--- config.mk ---
export PLATFORM = sky130hd
export DESIGN_NAME = pwos_regbank
export DESIGN_NICKNAME = d
export VERILOG_FILES = /design/src/pwos_pkg.sv /design/src/pwos_regbank.sv
export SDC_FILE = /design/constraint.sdc
export NUM_CORES = 1
export LEC_CHECK = 0
export BUFFER_PORTS_ARGS = -buffer_cell sky130_fd_sc_hd__buf_2
export CORE_MARGIN = 4
export CORE_UTILIZATION = 59
export DETAILED_ROUTE_END_ITERATION = 7
export GPL_ROUTABILITY_DRIVEN = 0
export GPL_TIMING_DRIVEN = 1
export PLACE_DENSITY_LB_ADDON = 0.15
export RECOVER_POWER = 100
export SLEW_MARGIN = 20
export SYNTH_ARGS = -nofsm -noshare
export SYNTH_HDL_FRONTEND = slang
export SYNTH_SLANG_ARGS = --single-unit
--- constraint.sdc ---
create_clock -name ref_clk -period 4.4 [get_ports ref_clk]
set_input_delay 0.22 -clock ref_clk [delete_from_list [all_inputs] [get_ports ref_clk]]
set_output_delay 0.22 -clock ref_clk [all_outputs]
set_load 0.01 [all_outputs]
--- src/pwos_pkg.sv ---
/*
 * Shared constants and types of the pressure window, offset and status
 * register bank: byte offsets, field positions, reset values and the
 * carrier structs of the register access port.
 * Assumes a serial front end that turns host frames into single-cycle
 * byte read and write strobes on ref_clk.
 */
package pwos_pkg;

   // =====================================================================
   // Register byte offsets
   // =====================================================================
   localparam logic [7:0] PWOS_ADDR_UPPER_LO  = 8'h46;   // Upper threshold [7:0]
   localparam logic [7:0] PWOS_ADDR_UPPER_HI  = 8'h47;   // Upper threshold [15:8]
   localparam logic [7:0] PWOS_ADDR_LOWER_LO  = 8'h48;   // Lower threshold [7:0]
   localparam logic [7:0] PWOS_ADDR_LOWER_HI  = 8'h49;   // Lower threshold [15:8]
   localparam logic [7:0] PWOS_ADDR_OFFSET_LO = 8'h4C;   // User offset [7:0]
   localparam logic [7:0] PWOS_ADDR_OFFSET_HI = 8'h4D;   // User offset [15:8]
   localparam logic [7:0] PWOS_ADDR_STATUS    = 8'h60;   // Processing status

   // =====================================================================
   // Status register fields and reset values
   // =====================================================================
   localparam int         PWOS_BIT_SELFTEST_INCOMPLETE_FLAG = 3;       // Self-test incomplete
   localparam int         PWOS_BIT_SELFTEST_ACTIVE_FLAG  = 2;       // Self-test active
   localparam int         PWOS_BIT_CM_ERR     = 1;       // Common-mode error
   localparam int         PWOS_BIT_ST_ERR     = 0;       // Self-test error
   localparam logic [7:0] PWOS_RST_BYTE       = 8'h00;   // Threshold/offset bytes
   localparam logic [7:0] PWOS_RST_STATUS     = 8'h08;   // Status after reset
   localparam logic [15:0] PWOS_THR_OFF       = 16'h0000; // Threshold disabled code
   localparam logic [7:0] PWOS_RD_UNMAPPED    = 8'h00;   // Read of unmapped byte

   // =====================================================================
   // Carrier types
   // =====================================================================
   typedef struct packed {
      logic       wr;      // One-cycle write strobe
      logic       rd;      // One-cycle read strobe
      logic [7:0] addr;    // Byte address
      logic [7:0] wdata;   // Write data
   } pwos_req_t;

   typedef struct packed {
      logic       valid;   // One-cycle read answer
      logic [7:0] rdata;   // Read data
   } pwos_rsp_t;

   typedef struct packed {
      logic       valid;   // One-cycle new calibrated sample
      logic [15:0] value;  // Calibrated pressure, unsigned
   } pwos_sample_t;

   typedef struct packed {
      logic [3:0] selftest_control_bits;   // Self-test control bits
      logic       cm_fault;  // Front-end common mode out of limits (level)
      logic       st_fail;   // Internal self-test failed (pulse)
      logic       tx_cm_rep; // Sensor transmission reported the error (pulse)
   } pwos_evt_t;

endpackage

--- src/pwos_regbank.sv ---
/*
 * Pressure window comparator thresholds, signed user offset and processing
 * status register bank, with parity error detection over the writable bytes.
 * Assumes: a serial front end that delivers one-cycle byte strobes, the
 * calibrated pressure as one-cycle samples, and the interrupt polarity and
 * stretch selection from the interrupt configuration register outside.
 */
//
// Behaviour
// - Threshold/offset writes ignored once init locked
// - Threshold/offset bytes covered by parity detection
// - Upper and lower thresholds independent unsigned 16-bit
// - Thresholds at 46h-49h, low byte first, reset zero
// - Zero threshold disables only its own comparison
// - Both thresholds zero keeps interrupt off
// - Offset-changing write resets pressure processing path
// - Signed offset added to calibrated pressure
// - Offset at 4Ch/4Dh, reset zero, read/write
// - Status at 60h, bits 7-4 read zero
// - Incomplete flag set at reset, cleared by self-test
// - Active flag equals OR of self-test controls
// - Common-mode error set on front-end excursion
// - Common-mode error cleared by read or transmission
// - Self-test error set on failure, reset-only clear
// - Polarity selects outside or inside window
// - No stretch: pin follows latest sample condition
`timescale 1ns/1ps

module pwos_regbank (
   input  wire logic                ref_clk,
   input  wire logic                nrst,
   input  wire pwos_pkg::pwos_req_t req,
   input  wire logic                end_of_init_lock,
   input  wire logic                interrupt_polarity,
   input  wire logic [1:0]          interrupt_stretch_select,
   input  wire pwos_pkg::pwos_sample_t sample,
   input  wire pwos_pkg::pwos_evt_t evt,
   output pwos_pkg::pwos_rsp_t      rsp,
   output logic                     int_pin,
   output logic                     path_reset,
   output logic [15:0]              reported_pressure,
   output logic                     array_error
);
   import pwos_pkg::*;

   // =====================================================================
   // State
   // =====================================================================
   typedef struct packed {
      logic [15:0] upper;      // Upper threshold
      logic [15:0] lower;      // Lower threshold
      logic [15:0] offset;     // Signed user offset
      logic [5:0]  parity;     // One parity bit per writable byte
      logic        selftest_incomplete_flag; // Self-test not yet run
      logic        cm_err;     // Common-mode error, sticky
      logic        st_err;     // Self-test error, sticky
      logic        irq;        // Interrupt pin
      logic        path_rst;   // Processing path reset pulse
      logic [15:0] pressure;   // Reported pressure
      logic        arr_err;    // Register array error, sticky
      pwos_rsp_t   rsp;        // Read answer
   } pwos_state_t;

   localparam pwos_state_t PWOS_STATE_RST = '{
      upper:      {PWOS_RST_BYTE, PWOS_RST_BYTE},
      lower:      {PWOS_RST_BYTE, PWOS_RST_BYTE},
      offset:     {PWOS_RST_BYTE, PWOS_RST_BYTE},
      parity:     6'h00,
      selftest_incomplete_flag: PWOS_RST_STATUS[PWOS_BIT_SELFTEST_INCOMPLETE_FLAG],
      cm_err:     PWOS_RST_STATUS[PWOS_BIT_CM_ERR],
      st_err:     PWOS_RST_STATUS[PWOS_BIT_ST_ERR],
      irq:        1'b0,
      path_rst:   1'b0,
      pressure:   16'h0000,
      arr_err:    1'b0,
      rsp:        '{valid: 1'b0, rdata: PWOS_RD_UNMAPPED}
   };

   pwos_state_t st;              // Registered state
   pwos_state_t next_st;         // Next state

   // =====================================================================
   // Combinational helpers
   // =====================================================================
   logic        wr_ok;           // Write accepted (not locked)
   logic        selftest_active_flag;       // Any self-test control bit set
   logic        stat_read;       // Read of the status byte
   logic [15:0] adj;             // Sample plus user offset
   logic        upper_en;        // Upper threshold in use
   logic        lower_en;        // Lower threshold in use
   logic        in_window;       // Adjusted sample inside the window
   logic        cond;            // Interrupt condition of this sample
   logic [7:0]  status_byte;     // Assembled status byte
   logic [47:0] bytes;           // Writable bytes, low to high offset

   assign wr_ok     = req.wr && !end_of_init_lock;
   assign selftest_active_flag = |evt.selftest_control_bits;
   assign stat_read = req.rd && (req.addr == PWOS_ADDR_STATUS);
   assign adj       = sample.value + st.offset;
   assign upper_en  = (st.upper != PWOS_THR_OFF);
   assign lower_en  = (st.lower != PWOS_THR_OFF);
   // Each bound only constrains when its threshold is in use
   assign in_window = (!upper_en || (adj <= st.upper))
                   && (!lower_en || (adj >= st.lower));
   // Polarity picks inside or outside; no threshold means no interrupt
   assign cond      = (upper_en || lower_en)
                   && (interrupt_polarity ? in_window : !in_window);
   assign bytes     = {st.offset, st.lower, st.upper};

   always_comb begin
      status_byte = 8'h00;
      status_byte[PWOS_BIT_SELFTEST_INCOMPLETE_FLAG] = st.selftest_incomplete_flag;
      status_byte[PWOS_BIT_SELFTEST_ACTIVE_FLAG]  = selftest_active_flag;
      status_byte[PWOS_BIT_CM_ERR]     = st.cm_err;
      status_byte[PWOS_BIT_ST_ERR]     = st.st_err;
   end

   // =====================================================================
   // Next-state logic
   // =====================================================================
   always_comb begin
      next_st = st;
      next_st.path_rst  = 1'b0;
      next_st.rsp.valid = 1'b0;

      // Byte writes, ignored while locked
      if (wr_ok) begin
         unique case (req.addr)
            PWOS_ADDR_UPPER_LO: begin
               next_st.upper[7:0] = req.wdata;
               next_st.parity[0]  = ^req.wdata;
            end
            PWOS_ADDR_UPPER_HI: begin
               next_st.upper[15:8] = req.wdata;
               next_st.parity[1]   = ^req.wdata;
            end
            PWOS_ADDR_LOWER_LO: begin
               next_st.lower[7:0] = req.wdata;
               next_st.parity[2]  = ^req.wdata;
            end
            PWOS_ADDR_LOWER_HI: begin
               next_st.lower[15:8] = req.wdata;
               next_st.parity[3]   = ^req.wdata;
            end
            PWOS_ADDR_OFFSET_LO: begin
               next_st.offset[7:0] = req.wdata;
               next_st.parity[4]   = ^req.wdata;
               next_st.path_rst    = (req.wdata != st.offset[7:0]);
            end
            PWOS_ADDR_OFFSET_HI: begin
               next_st.offset[15:8] = req.wdata;
               next_st.parity[5]    = ^req.wdata;
               next_st.path_rst     = (req.wdata != st.offset[15:8]);
            end
            default: begin
               // Other addresses belong to other blocks
            end
         endcase
      end

      // Parity check over every stored byte; error is sticky
      for (int i = 0; i < 6; i++) begin
         if ((^bytes[i*8 +: 8]) != st.parity[i]) begin
            next_st.arr_err = 1'b1;
         end
      end

      // Byte reads, answered one cycle later
      if (req.rd) begin
         next_st.rsp.valid = 1'b1;
         unique case (req.addr)
            PWOS_ADDR_UPPER_LO:  next_st.rsp.rdata = st.upper[7:0];
            PWOS_ADDR_UPPER_HI:  next_st.rsp.rdata = st.upper[15:8];
            PWOS_ADDR_LOWER_LO:  next_st.rsp.rdata = st.lower[7:0];
            PWOS_ADDR_LOWER_HI:  next_st.rsp.rdata = st.lower[15:8];
            PWOS_ADDR_OFFSET_LO: next_st.rsp.rdata = st.offset[7:0];
            PWOS_ADDR_OFFSET_HI: next_st.rsp.rdata = st.offset[15:8];
            PWOS_ADDR_STATUS:    next_st.rsp.rdata = status_byte;
            default:             next_st.rsp.rdata = PWOS_RD_UNMAPPED;
         endcase
      end

      // Self-test incomplete clears once any self-test is enabled
      if (selftest_active_flag) begin
         next_st.selftest_incomplete_flag = 1'b0;
      end

      // Common-mode error: clear on read or report, set wins
      if (stat_read || evt.tx_cm_rep) begin
         next_st.cm_err = 1'b0;
      end
      if (evt.cm_fault) begin
         next_st.cm_err = 1'b1;
      end

      // Self-test error only leaves through reset
      if (evt.st_fail) begin
         next_st.st_err = 1'b1;
      end

      // New sample: report it and re-evaluate the pin
      if (sample.valid) begin
         next_st.pressure = adj;
         next_st.irq      = cond;
      end
   end

   // =====================================================================
   // State register
   // =====================================================================
   always_ff @(posedge ref_clk) begin
      if (!nrst) begin
         st <= PWOS_STATE_RST;
      end else begin
         st <= next_st;
      end
   end

   // Outputs straight from the state register
   assign rsp               = st.rsp;
   assign int_pin           = st.irq;
   assign path_reset        = st.path_rst;
   assign reported_pressure = st.pressure;
   assign array_error       = st.arr_err;
endmodule

==> impl_metrics.csv, run 1 <==
group,metric,value,unit
floorplan,rows,36,
global_routing,grt_pass1_vias,5030,
place,dp_hpwl,12300,um
clock_tree,ctsHoldBuffers,0,
power_and_ir_drop,ir_drop,0.000166,V
critical_path,worstPathCellList,"ha_1 -> and2_1 -> o21ai_0 -> nand3_1 -> a31oi_1 -> buf_4 -> o21ai_0 -> xnor2_1 -> ha_1 -> nand4_1 -> nor4_1 -> nor2_1 -> a2bb2oi_1 -> xor2_1 -> o22ai_1",
critical_path,crit_family,"simple AND/OR/NAND/NOR gates",
final_layout,finalNetCount,854,
sta,min_period,3.84,ns
synth,synth_flop_cell,"dfxtp_1",
synth,yosys-top-cells-area,"dfxtp_1, ha_1, mux2i_1",
floorplan,die_x,108,um
final_layout,diodes,0,
run_status,violations,"capacitance limit, slew limit",
sta,slew_headroom,-7.09,%
min_path,hold_class,"input pin to flop",
sta,rsz0062_at_grt,"false",
run_status,status,"finished with violations",
clock_tree,cts_buffer_depth,2,
drt,wl,15600,um
sta,finClkSkew,0.00804,ns
drt,route.detailed.drc,0,
clock_tree,cts_root_buffer,"clkbuf_8",
synth,synth_seq_cells,85,
critical_path,critPathLaunchType,"flop",
power_and_ir_drop,p_per_area,239,nW/um2
drt,wl_per_cell,17.8,um
clock_tree,cts.sinks,85,
clock_tree,post_cts_buffers,0,
clock_tree,htreeDepth,3,
global_routing,antenna_found_initial,0,
final_layout,drive_gt1_share,8.45,%
drt,viasPerCell,5.83,
final_layout,layout-area-overhead-vs-synth,5.67,%
synth,ys.warnings.count,0,
drt,ant_nets,0,
floorplan,core_region_area,9770,um2
place,io_buffers,73,
drt,drt-initial-drc-count,415,
critical_path,critical_path_required,4.64,ns
clock_tree,clkLatencyLatePin,0.37,ns
clock_tree,cts_tree,"yes",
floorplan,die_area,11700,um2
clock_tree,clkTransAtPathRegs,0.09,ns
place,place_area,6160,um2
synth,seq_area_frac_synth,28.7,%
critical_path,cp_max_fo,6,
critical_path,worst_ep_arrival_time,4.07,ns
job,timing.max_cap.violations,1,
synth,synth_top_area_cell,"dfxtp_1",
critical_path,crit_type,"flop to flop",
sta,fmax,261,MHz
drt,firstDrtPassIters,5,
sta,worst_pin_slew,1.60,ns
global_routing,grt_start_max_net_pins,52,
global_routing,grtUsageTotal,27.9,%
sta,finalCritPeriodShare,87.2,%
sta,finalSetupTns,0,ns
global_routing,overflow,0,
clock_tree,ctsResizeCount,0,
sta,setup_violations,0,
sta,drv_slew,52,
synth,synth_edf_count,0,
clock_tree,numCtsBuffers,9,
floorplan,die_h,108,um
synth,async_flop_share,0,%
synth,synthCells,715,
synth,synth_nets,827,
synth,synth_cell_types,57,
synth,avgSynthCellArea,8.30,um2
global_routing,grt_pass1_wl,25400,um
final_layout,final_area,6270,um2
critical_path,cp_slowest_cell,"dfxtp_1",
synth,syn_area,5930,um2
power_and_ir_drop,p_leak,2.57,nW
critical_path,max_stage_delay,0.52,ns
critical_path,endpoint_kind,"flop",
sta,final-hold-violation-count,0,
floorplan,top_level_ports,76,
floorplan,start_util,60.7,%
drt,dr_total_vias,5123,
critical_path,critical_path_buf_inv_count,1,
synth,synth_top_area_share,28.7,%
per-layer routing:
metal / global-route usage (%) / wire length (um) / up-vias
met5: 0 / 0 / -
met4: 10.7 / 390 / 0
met3: 3.64 / 822 / 28
met2: 46.0 / 7340 / 151
met1: 37.2 / 7080 / 2421
li1: - / - / 2523
placed cells by master, fill, tap and decap left out, types with 2 or more instances in the layout:
cell type / instances
a21o_1: 11
nand3_1: 17
nand2b_1: 5
a31oi_1: 6
a311o_1: 3
or4_1: 2
clkbuf_1: 33
nor4_1: 7
a221oi_1: 4
clkinvlp_4: 2
and4_1: 2
dfxtp_1: 85
xor2_1: 17
o21bai_1: 3
o221ai_1: 3
and2_1: 3
ha_1: 63
mux2i_1: 49
o21ai_0: 21
o211ai_1: 4
nor2_2: 2
and3_1: 5
a21oi_1: 56
clkbuf_8: 9
nor3_1: 4
o31ai_1: 2
o32ai_1: 4
inv_1: 39
nor2b_1: 4
buf_2: 43
nor2_1: 65
nand2_1: 71
a211oi_1: 4
or3_1: 2
xnor2_1: 52
nand4_1: 18
flip-flops by register name (all words and copies together) (netlist names):
name               cells
path_reset             1
array_error            1
reported_pressure     16
bytes                 48
st                     9
rsp                    9
int_pin                1
worst register-to-register path, cell delays in order (launching register included):
cell       delay (ns)
dfxtp_1          0.52
ha_1             0.36
and2_1           0.21
o21ai_0          0.30
nand3_1          0.20
a31oi_1          0.19
buf_4            0.17
o21ai_0          0.16
xnor2_1          0.22
ha_1             0.34
nand4_1          0.15
nor4_1           0.33
nor2_1           0.07
a2bb2oi_1        0.21
xor2_1           0.17
o22ai_1          0.10
through the flow:
stage | instances | power, mW | utilization, % | hold slack, ns | setup slack, ns
2_1_floorplan | 715 | 0.951 | - | 0.336 | 1.16
3_3_place_gp | 864 | 0.998 | 63.0 | 0.427 | 0.775
3_5_place_dp | 864 | 1.01 | 63.0 | 0.442 | 0.679
4_1_cts | 879 | 1.50 | 64.7 | 0.0558 | 0.649
5_1_grt | 879 | 1.56 | 64.1 | 0.0709 | 0.225
6_report | 879 | 1.50 | 64.1 | 0.0593 | 0.565
power by group:
group	internal, mW	switching, mW
Sequential	0.781	0.00598
Combinational	0.0755	0.126
Clock	0.204	0.302
final timing paths:
check                              start                    to  slack, ns  depth (start not counted)
setup / recovery  bytes[38]$_SDFFE_PN0P_  int_pin$_SDFFE_PN0P_       0.56                         15
setup reg to reg  bytes[38]$_SDFFE_PN0P_  int_pin$_SDFFE_PN0P_       0.56                         15
hold reg to reg      rsp[5]$_SDFFE_PN0P_   rsp[5]$_SDFFE_PN0P_       0.46                          2
hold / removal                    evt[1]   st[28]$_SDFFE_PN0P_       0.06                          3
cell families (layout without fill, tap and decap cells):
kind of cell	count (synthesis)	count (layout)	synth area share [%]
AO/OA/AOI/OAI	133	133	14.0
XOR/XNOR	69	69	10.2
adder cells (fa/ha/maj)	64	64	13.6
buffers and inverters	100	131	8.08
flip-flops	85	85	28.7
multiplexers	49	49	8.27
AND/OR/NAND/NOR	215	215	17.2
layout make-up:
| cell class | instances | area [um2] |
|---|---|---|
| Sequential cell | 85 | 1700 |
| Timing Repair Buffer | 76 | 343 |
| Inverter | 40 | 150 |
| Tap cell | 133 | 166 |
| Clock buffer | 10 | 128 |
| Multi-Input combinational cell | 530 | 3740 |
| Clock inverter | 5 | 37.5 |
| Fill cell | 898 | 3510 |
Yosys cell counts, drive strengths merged (2+ instances only):
library cell,n
a31oi,6
and2,4
nand4,18
and4,2
and3,5
nand2b,5
or4,2
xnor2,52
o21ai,22
xor2,17
nand3,17
o32ai,4
a311o,3
o221ai,3
o31ai,2
nor3,5
nor2,67
or3,2
nor4,8
inv,39
o211ai,4
a21oi,56
a211oi,4
ha,63
buf,36
clkbuf,24
mux2i,49
dfxtp,85
nor2b,4
a21o,11
nand2,71
o21bai,3
a221oi,4
Power figures use the tool's default switching activity.
==> inputs of run 2 (changes only) <==
--- a/config.mk
+++ b/config.mk
@@ -5,7 +5,7 @@
 export SDC_FILE = /design/constraint.sdc
 export NUM_CORES = 1
 export LEC_CHECK = 0
-export BUFFER_PORTS_ARGS = -buffer_cell sky130_fd_sc_hd__buf_2
+export BUFFER_PORTS_ARGS = -buffer_cell sky130_fd_sc_hd__buf_4
 export CORE_MARGIN = 4
 export CORE_UTILIZATION = 59
 export DETAILED_ROUTE_END_ITERATION = 7
==> impl_metrics.csv, run 2 (synthesized netlist as in run 1, its figures left out) <==
group,metric,value,unit
run_status,status,"finished with violations",
run_status,violations,"capacitance limit, slew limit",
clock_tree,numCtsBuffers,9,
global_routing,antenna_found_initial,0,
floorplan,core_region_area,9770,um2
drt,viasPerCell,5.89,
final_layout,finalNetCount,853,
sta,fin_ws,0.394,ns
final_layout,layout_commonest_cell,"dfxtp_1",
clock_tree,ctsHoldBuffers,0,
sta,slew_headroom,-31.6,%
clock_tree,post_cts_buffers,0,
clock_tree,htreeDepth,3,
global_routing,grt_start_max_net_pins,44,
drt,route.detailed.drc,0,
place,io_buffers,73,
drt,ant_nets,0,
critical_path,endpoint_kind,"flop",
sta,finClkSkew,0.00925,ns
final_layout,layout-area-overhead-vs-synth,7.76,%
floorplan,top_level_ports,76,
sta,min_period,4.01,ns
critical_path,cp_max_fo,6,
global_routing,overflow,0,
critical_path,critical_path_required,4.65,ns
job,timing.max_cap.violations,1,
drt,dr_total_vias,5175,
clock_tree,cts_root_buffer,"clkbuf_8",
sta,final-hold-violation-count,0,
power_and_ir_drop,p_leak,2.62,nW
floorplan,die_h,108,um
clock_tree,cts_buffer_depth,2,
place,dp_slack,0.495,ns
sta,finalSetupTns,0,ns
drt,wl_per_cell,18.0,um
drt,drt-initial-drc-count,355,
global_routing,grtUsageTotal,28.2,%
final_layout,fillers,881,
drt,wl,15800,um
floorplan,die_x,108,um
place,dp_hpwl,12500,um
critical_path,worst_ep_arrival_time,4.25,ns
sta,rsz0062_at_grt,"false",
power_and_ir_drop,power.total,1.54,mW
sta,drv_slew,44,
final_layout,final_cell_mix,"dfxtp_1, nand2_1, nor2_1, ha_1, a21oi_1",
clock_tree,clkTransAtPathRegs,0.09,ns
global_routing,grt_pass1_vias,5131,
critical_path,crit_type,"flop to flop",
critical_path,critPathLaunchType,"flop",
sta,setup_violations,0,
floorplan,die_area,11700,um2
power_and_ir_drop,p_per_area,240,nW/um2
sta,finalCritPeriodShare,91.0,%
global_routing,grt_pass1_wl,25700,um
floorplan,rows,36,
drt,firstDrtPassIters,7,
clock_tree,clkLatencyLatePin,0.37,ns
final_layout,largest_register_ffs,48,
clock_tree,cts_tree,"yes",
sta,whs,0.0526,ns
final_layout,drive_gt1_share,8.85,%
clock_tree,cts.sinks,85,
floorplan,start_util,60.7,%
min_path,hold_class,"input pin to flop",
clock_tree,ctsResizeCount,0,
power_and_ir_drop,ir_drop,0.000154,V
sta,fmax,250,MHz
sta,worst_pin_slew,1.97,ns
final_layout,diodes,0,
run 2: cell types whose count changed in the layout (fill, tap and decap cells not counted), sizes merged:
cell / change
clkbuf: -1
inv: +2
clkinv: +1
clkinvlp: -2
run 2: worst max-delay path: stages (launching register included):
cell and delay, ns:
dfxtp_1 0.49, ha_1 0.35, and2_1 0.20, o21ai_0 0.30, nand3_1 0.21, a31oi_1 0.52
o21ai_0 0.27, xnor2_1 0.23, ha_1 0.35, nand4_1 0.15, nor4_1 0.30, nor2_1 0.07
a2bb2oi_1 0.18, xor2_1 0.17, o22ai_1 0.09
run 2: per-layer routing:
layer / part of all wire, % / track usage, % / wire (um) / vias up
met2: 47 / 46.5 / 7340 / 196
met4: 3.5 / 11.7 / 548 / 0
met5: 0 / 0 / 0 / -
li1: - / - / - / 2528
met3: 7.1 / 4.84 / 1120 / 42
met1: 43 / 36.6 / 6780 / 2409
run 2: final cells by class:
| cell class | instances | area (um2) | share of cell area, % |
|---|---|---|---|
| inverter | 40 | 150 | 2.35 |
| timing repair buffer | 75 | 447 | 6.99 |
| clock inverter | 6 | 45.0 | 0.705 |
| sequential | 85 | 1700 | 26.6 |
| multi-input combinational | 530 | 3740 | 58.6 |
| tap | 133 | 166 | 2.60 |
| clock buffer | 10 | 138 | 2.15 |
run 2: stage by stage:
step,instance area (um2),util (%),std cells
finish,6390,65.4,879
floorplan,5930,-,715
CTS,6520,66.7,879
global placement,6330,64.8,863
global route,6390,65.4,879
detailed placement,6330,64.8,863
run 2: path summary, 6_finish.rpt:
path	from	end	slack, ns	cells past startpoint
hold reg to reg	rsp[5]$_SDFFE_PN0P_	rsp[5]$_SDFFE_PN0P_	0.46	2
setup / recovery	bytes[38]$_SDFFE_PN0P_	int_pin$_SDFFE_PN0P_	0.39	14
hold / removal	evt[1]	st[28]$_SDFFE_PN0P_	0.05	3
setup reg to reg	bytes[38]$_SDFFE_PN0P_	int_pin$_SDFFE_PN0P_	0.39	14
run 2: power breakdown:
part | switching [mW] | internal (mW)
combinational | 0.126 | 0.0869
clock | 0.310 | 0.226
sequential | 0.00603 | 0.781
==> inputs of run 3 (changes only) <==
--- a/config.mk
+++ b/config.mk
@@ -7,7 +7,7 @@
 export LEC_CHECK = 0
 export BUFFER_PORTS_ARGS = -buffer_cell sky130_fd_sc_hd__buf_4
 export CORE_MARGIN = 4
-export CORE_UTILIZATION = 59
+export CORE_UTILIZATION = 40
 export DETAILED_ROUTE_END_ITERATION = 7
 export GPL_ROUTABILITY_DRIVEN = 0
 export GPL_TIMING_DRIVEN = 1
==> impl_metrics.csv, run 3 (synthesized netlist as in run 1, its figures left out) <==
group,metric,value,unit
run_status,status,"finished with violations",
run_status,violations,"capacitance limit, slew limit",
drt,drt-initial-drc-count,466,
final_layout,instances_no_fill,931,
clock_tree,cts_root_buffer,"clkbuf_16",
critical_path,worst_r2r_endpoint,"int_pin$_SDFFE_PN0P_",
critical_path,reg2reg_depth,15,
final_layout,final_cell_mix,"dfxtp_1, nand2_1, nor2_1, ha_1, a21oi_1",
sta,slew_headroom,-32.2,%
sta,whs,0.0723,ns
power_and_ir_drop,p_leak,2.67,nW
sta,finalCritPeriodShare,88.5,%
drt,firstDrtPassIters,5,
critical_path,critPathLaunchType,"flop",
sta,fmax,257,MHz
critical_path,cp_slowest_cell,"dfxtp_1",
clock_tree,ctsHoldBuffers,0,
clock_tree,cts.sinks,85,
critical_path,crit_type,"flop to flop",
floorplan,rows,44,
critical_path,worstPathCellList,"ha_1 -> and2_1 -> o21ai_0 -> nand3_1 -> a31oi_1 -> clkbuf_1 -> o21ai_0 -> xnor2_1 -> ha_1 -> nand4_1 -> nor4_1 -> nor2_1 -> a2bb2oi_1 -> xor2_1 -> o22ai_1",
global_routing,grt_pass1_vias,4826,
drt,route.detailed.drc,0,
final_layout,drive_gt1_share,8.57,%
floorplan,core_region_area,14500,um2
drt,dr_total_vias,5107,
place,dp_hpwl,13300,um
floorplan,die_h,130,um
critical_path,worst_ep_arrival_time,4.13,ns
drt,wl,17000,um
power_and_ir_drop,p_per_area,268,nW/um2
clock_tree,htreeDepth,3,
global_routing,grtUsageTotal,20.6,%
sta,min_period,3.89,ns
clock_tree,clkTransAtPathRegs,0.07,ns
critical_path,ff2ff_setup_slack,0.51,ns
clock_tree,clkLatencyLatePin,0.35,ns
min_path,whs_endpoint,"st[28]$_SDFFE_PN0P_",
place,dp_slack,0.661,ns
clock_tree,cts_tree,"yes",
job,timing.max_cap.violations,1,
drt,ant_nets,0,
clock_tree,numCtsBuffers,9,
min_path,hold_start,"evt[1]",
floorplan,top_level_ports,76,
critical_path,endpoint_kind,"flop",
sta,drv_slew,43,
final_layout,finalNetCount,854,
floorplan,start_util,40.8,%
clock_tree,ctsResizeCount,0,
floorplan,die_area,16800,um2
critical_path,rr_startpoint,"bytes[38]$_SDFFE_PN0P_",
min_path,min_delay_path_depth,3,
sta,fin_ws,0.508,ns
sta,final-hold-violation-count,0,
place,io_buffers,73,
drt,viasPerCell,5.49,
final_layout,layout_commonest_cell,"dfxtp_1",
global_routing,overflow,0,
global_routing,antenna_found_initial,0,
final_layout,final_area,6560,um2
drt,wl_per_cell,18.3,um
final_layout,diodes,0,
critical_path,critical_path_required,4.64,ns
clock_tree,post_cts_buffers,0,
power_and_ir_drop,ir_drop,0.000159,V
sta,worst_pin_slew,1.98,ns
critical_path,max_stage_delay,0.49,ns
final_layout,layout-area-overhead-vs-synth,10.5,%
sta,setup_violations,0,
global_routing,grt_pass1_wl,26700,um
global_routing,grt_start_max_net_pins,43,
clock_tree,cts_buffer_depth,2,
final_layout,largest_register_ffs,48,
sta,finClkSkew,0.00696,ns
critical_path,cp_max_fo,6,
place,place_inst,915,
floorplan,die_x,130,um
final_layout,fillers,1482,
min_path,hold_class,"input pin to flop",
sta,rsz0062_at_grt,"false",
sta,finalSetupTns,0,ns
place,place_area,6400,um2
==> run 3: cell count changes in the layout (fill, tap and decap cells not counted), sizes merged <==
cell / previous run / this run
clkinv: 4 / 3
clkbuf: 41 / 43
buf: 44 / 43
inv: 42 / 43
==> run 3: layout make-up <==
class	instances	area, um2	area share [%]
clock buffer	10	229	3.49
clock inverter	6	51.3	0.783
inverter	40	150	2.29
multi-input combinational	530	3740	57.1
sequential	85	1700	26.0
tap	184	230	3.51
timing repair buffer	76	450	6.87
==> run 3: critical path, delay by kind of cell (launching register included) <==
| kind | cells | cell delay [ns] |
|---|---|---|
| AO/OA/AOI/OAI | 5 | 1.02 |
| XOR/XNOR | 2 | 0.38 |
| buffers and inverters | 1 | 0.23 |
| flip-flops | 1 | 0.49 |
| adder cells (fa/ha/maj) | 2 | 0.68 |
| AND/OR/NAND/NOR | 5 | 0.95 |
==> run 3: worst max-delay path by stage <==
stage	endpoint	depth (start not counted)	slack, ns	from
detailed placement	int_pin$_SDFFE_PN0P_	16	0.66	bytes[35]$_SDFFE_PN0P_
CTS	int_pin$_SDFFE_PN0P_	16	0.64	bytes[35]$_SDFFE_PN0P_
global route	int_pin$_SDFFE_PN0P_	16	0.23	bytes[35]$_SDFFE_PN0P_
floorplan	int_pin$_SDFFE_PN0P_	15	1.16	bytes[35]$_SDFFE_PN0P_
global placement	int_pin$_SDFFE_PN0P_	16	0.71	bytes[35]$_SDFFE_PN0P_
finish	int_pin$_SDFFE_PN0P_	15	0.51	bytes[38]$_SDFFE_PN0P_
==> run 3: layer usage <==
layer | vias up | share of wire (%) | global-route usage (%)
li1 | 2532 | - | -
met1 | 2404 | 47 | 29.1
met2 | 147 | 46 | 32.8
met3 | 24 | 5.3 | 2.99
met4 | 0 | 1.5 | 5.87
met5 | - | 0 | 0
==> run 3: power breakdown <==
group	switching, mW	internal [mW]
clock network	0.358	0.394
registers	0.00631	0.781
logic	0.130	0.0862
==> run 3: stage by stage <==
| stage | power, mW | util [%] |
|---|---|---|
| floorplan | 0.951 | - |
| global placement | 1.02 | 44.1 |
| detailed placement | 1.03 | 44.1 |
| CTS | 1.78 | 46.0 |
| global route | 1.82 | 45.1 |
| finish | 1.75 | 45.1 |
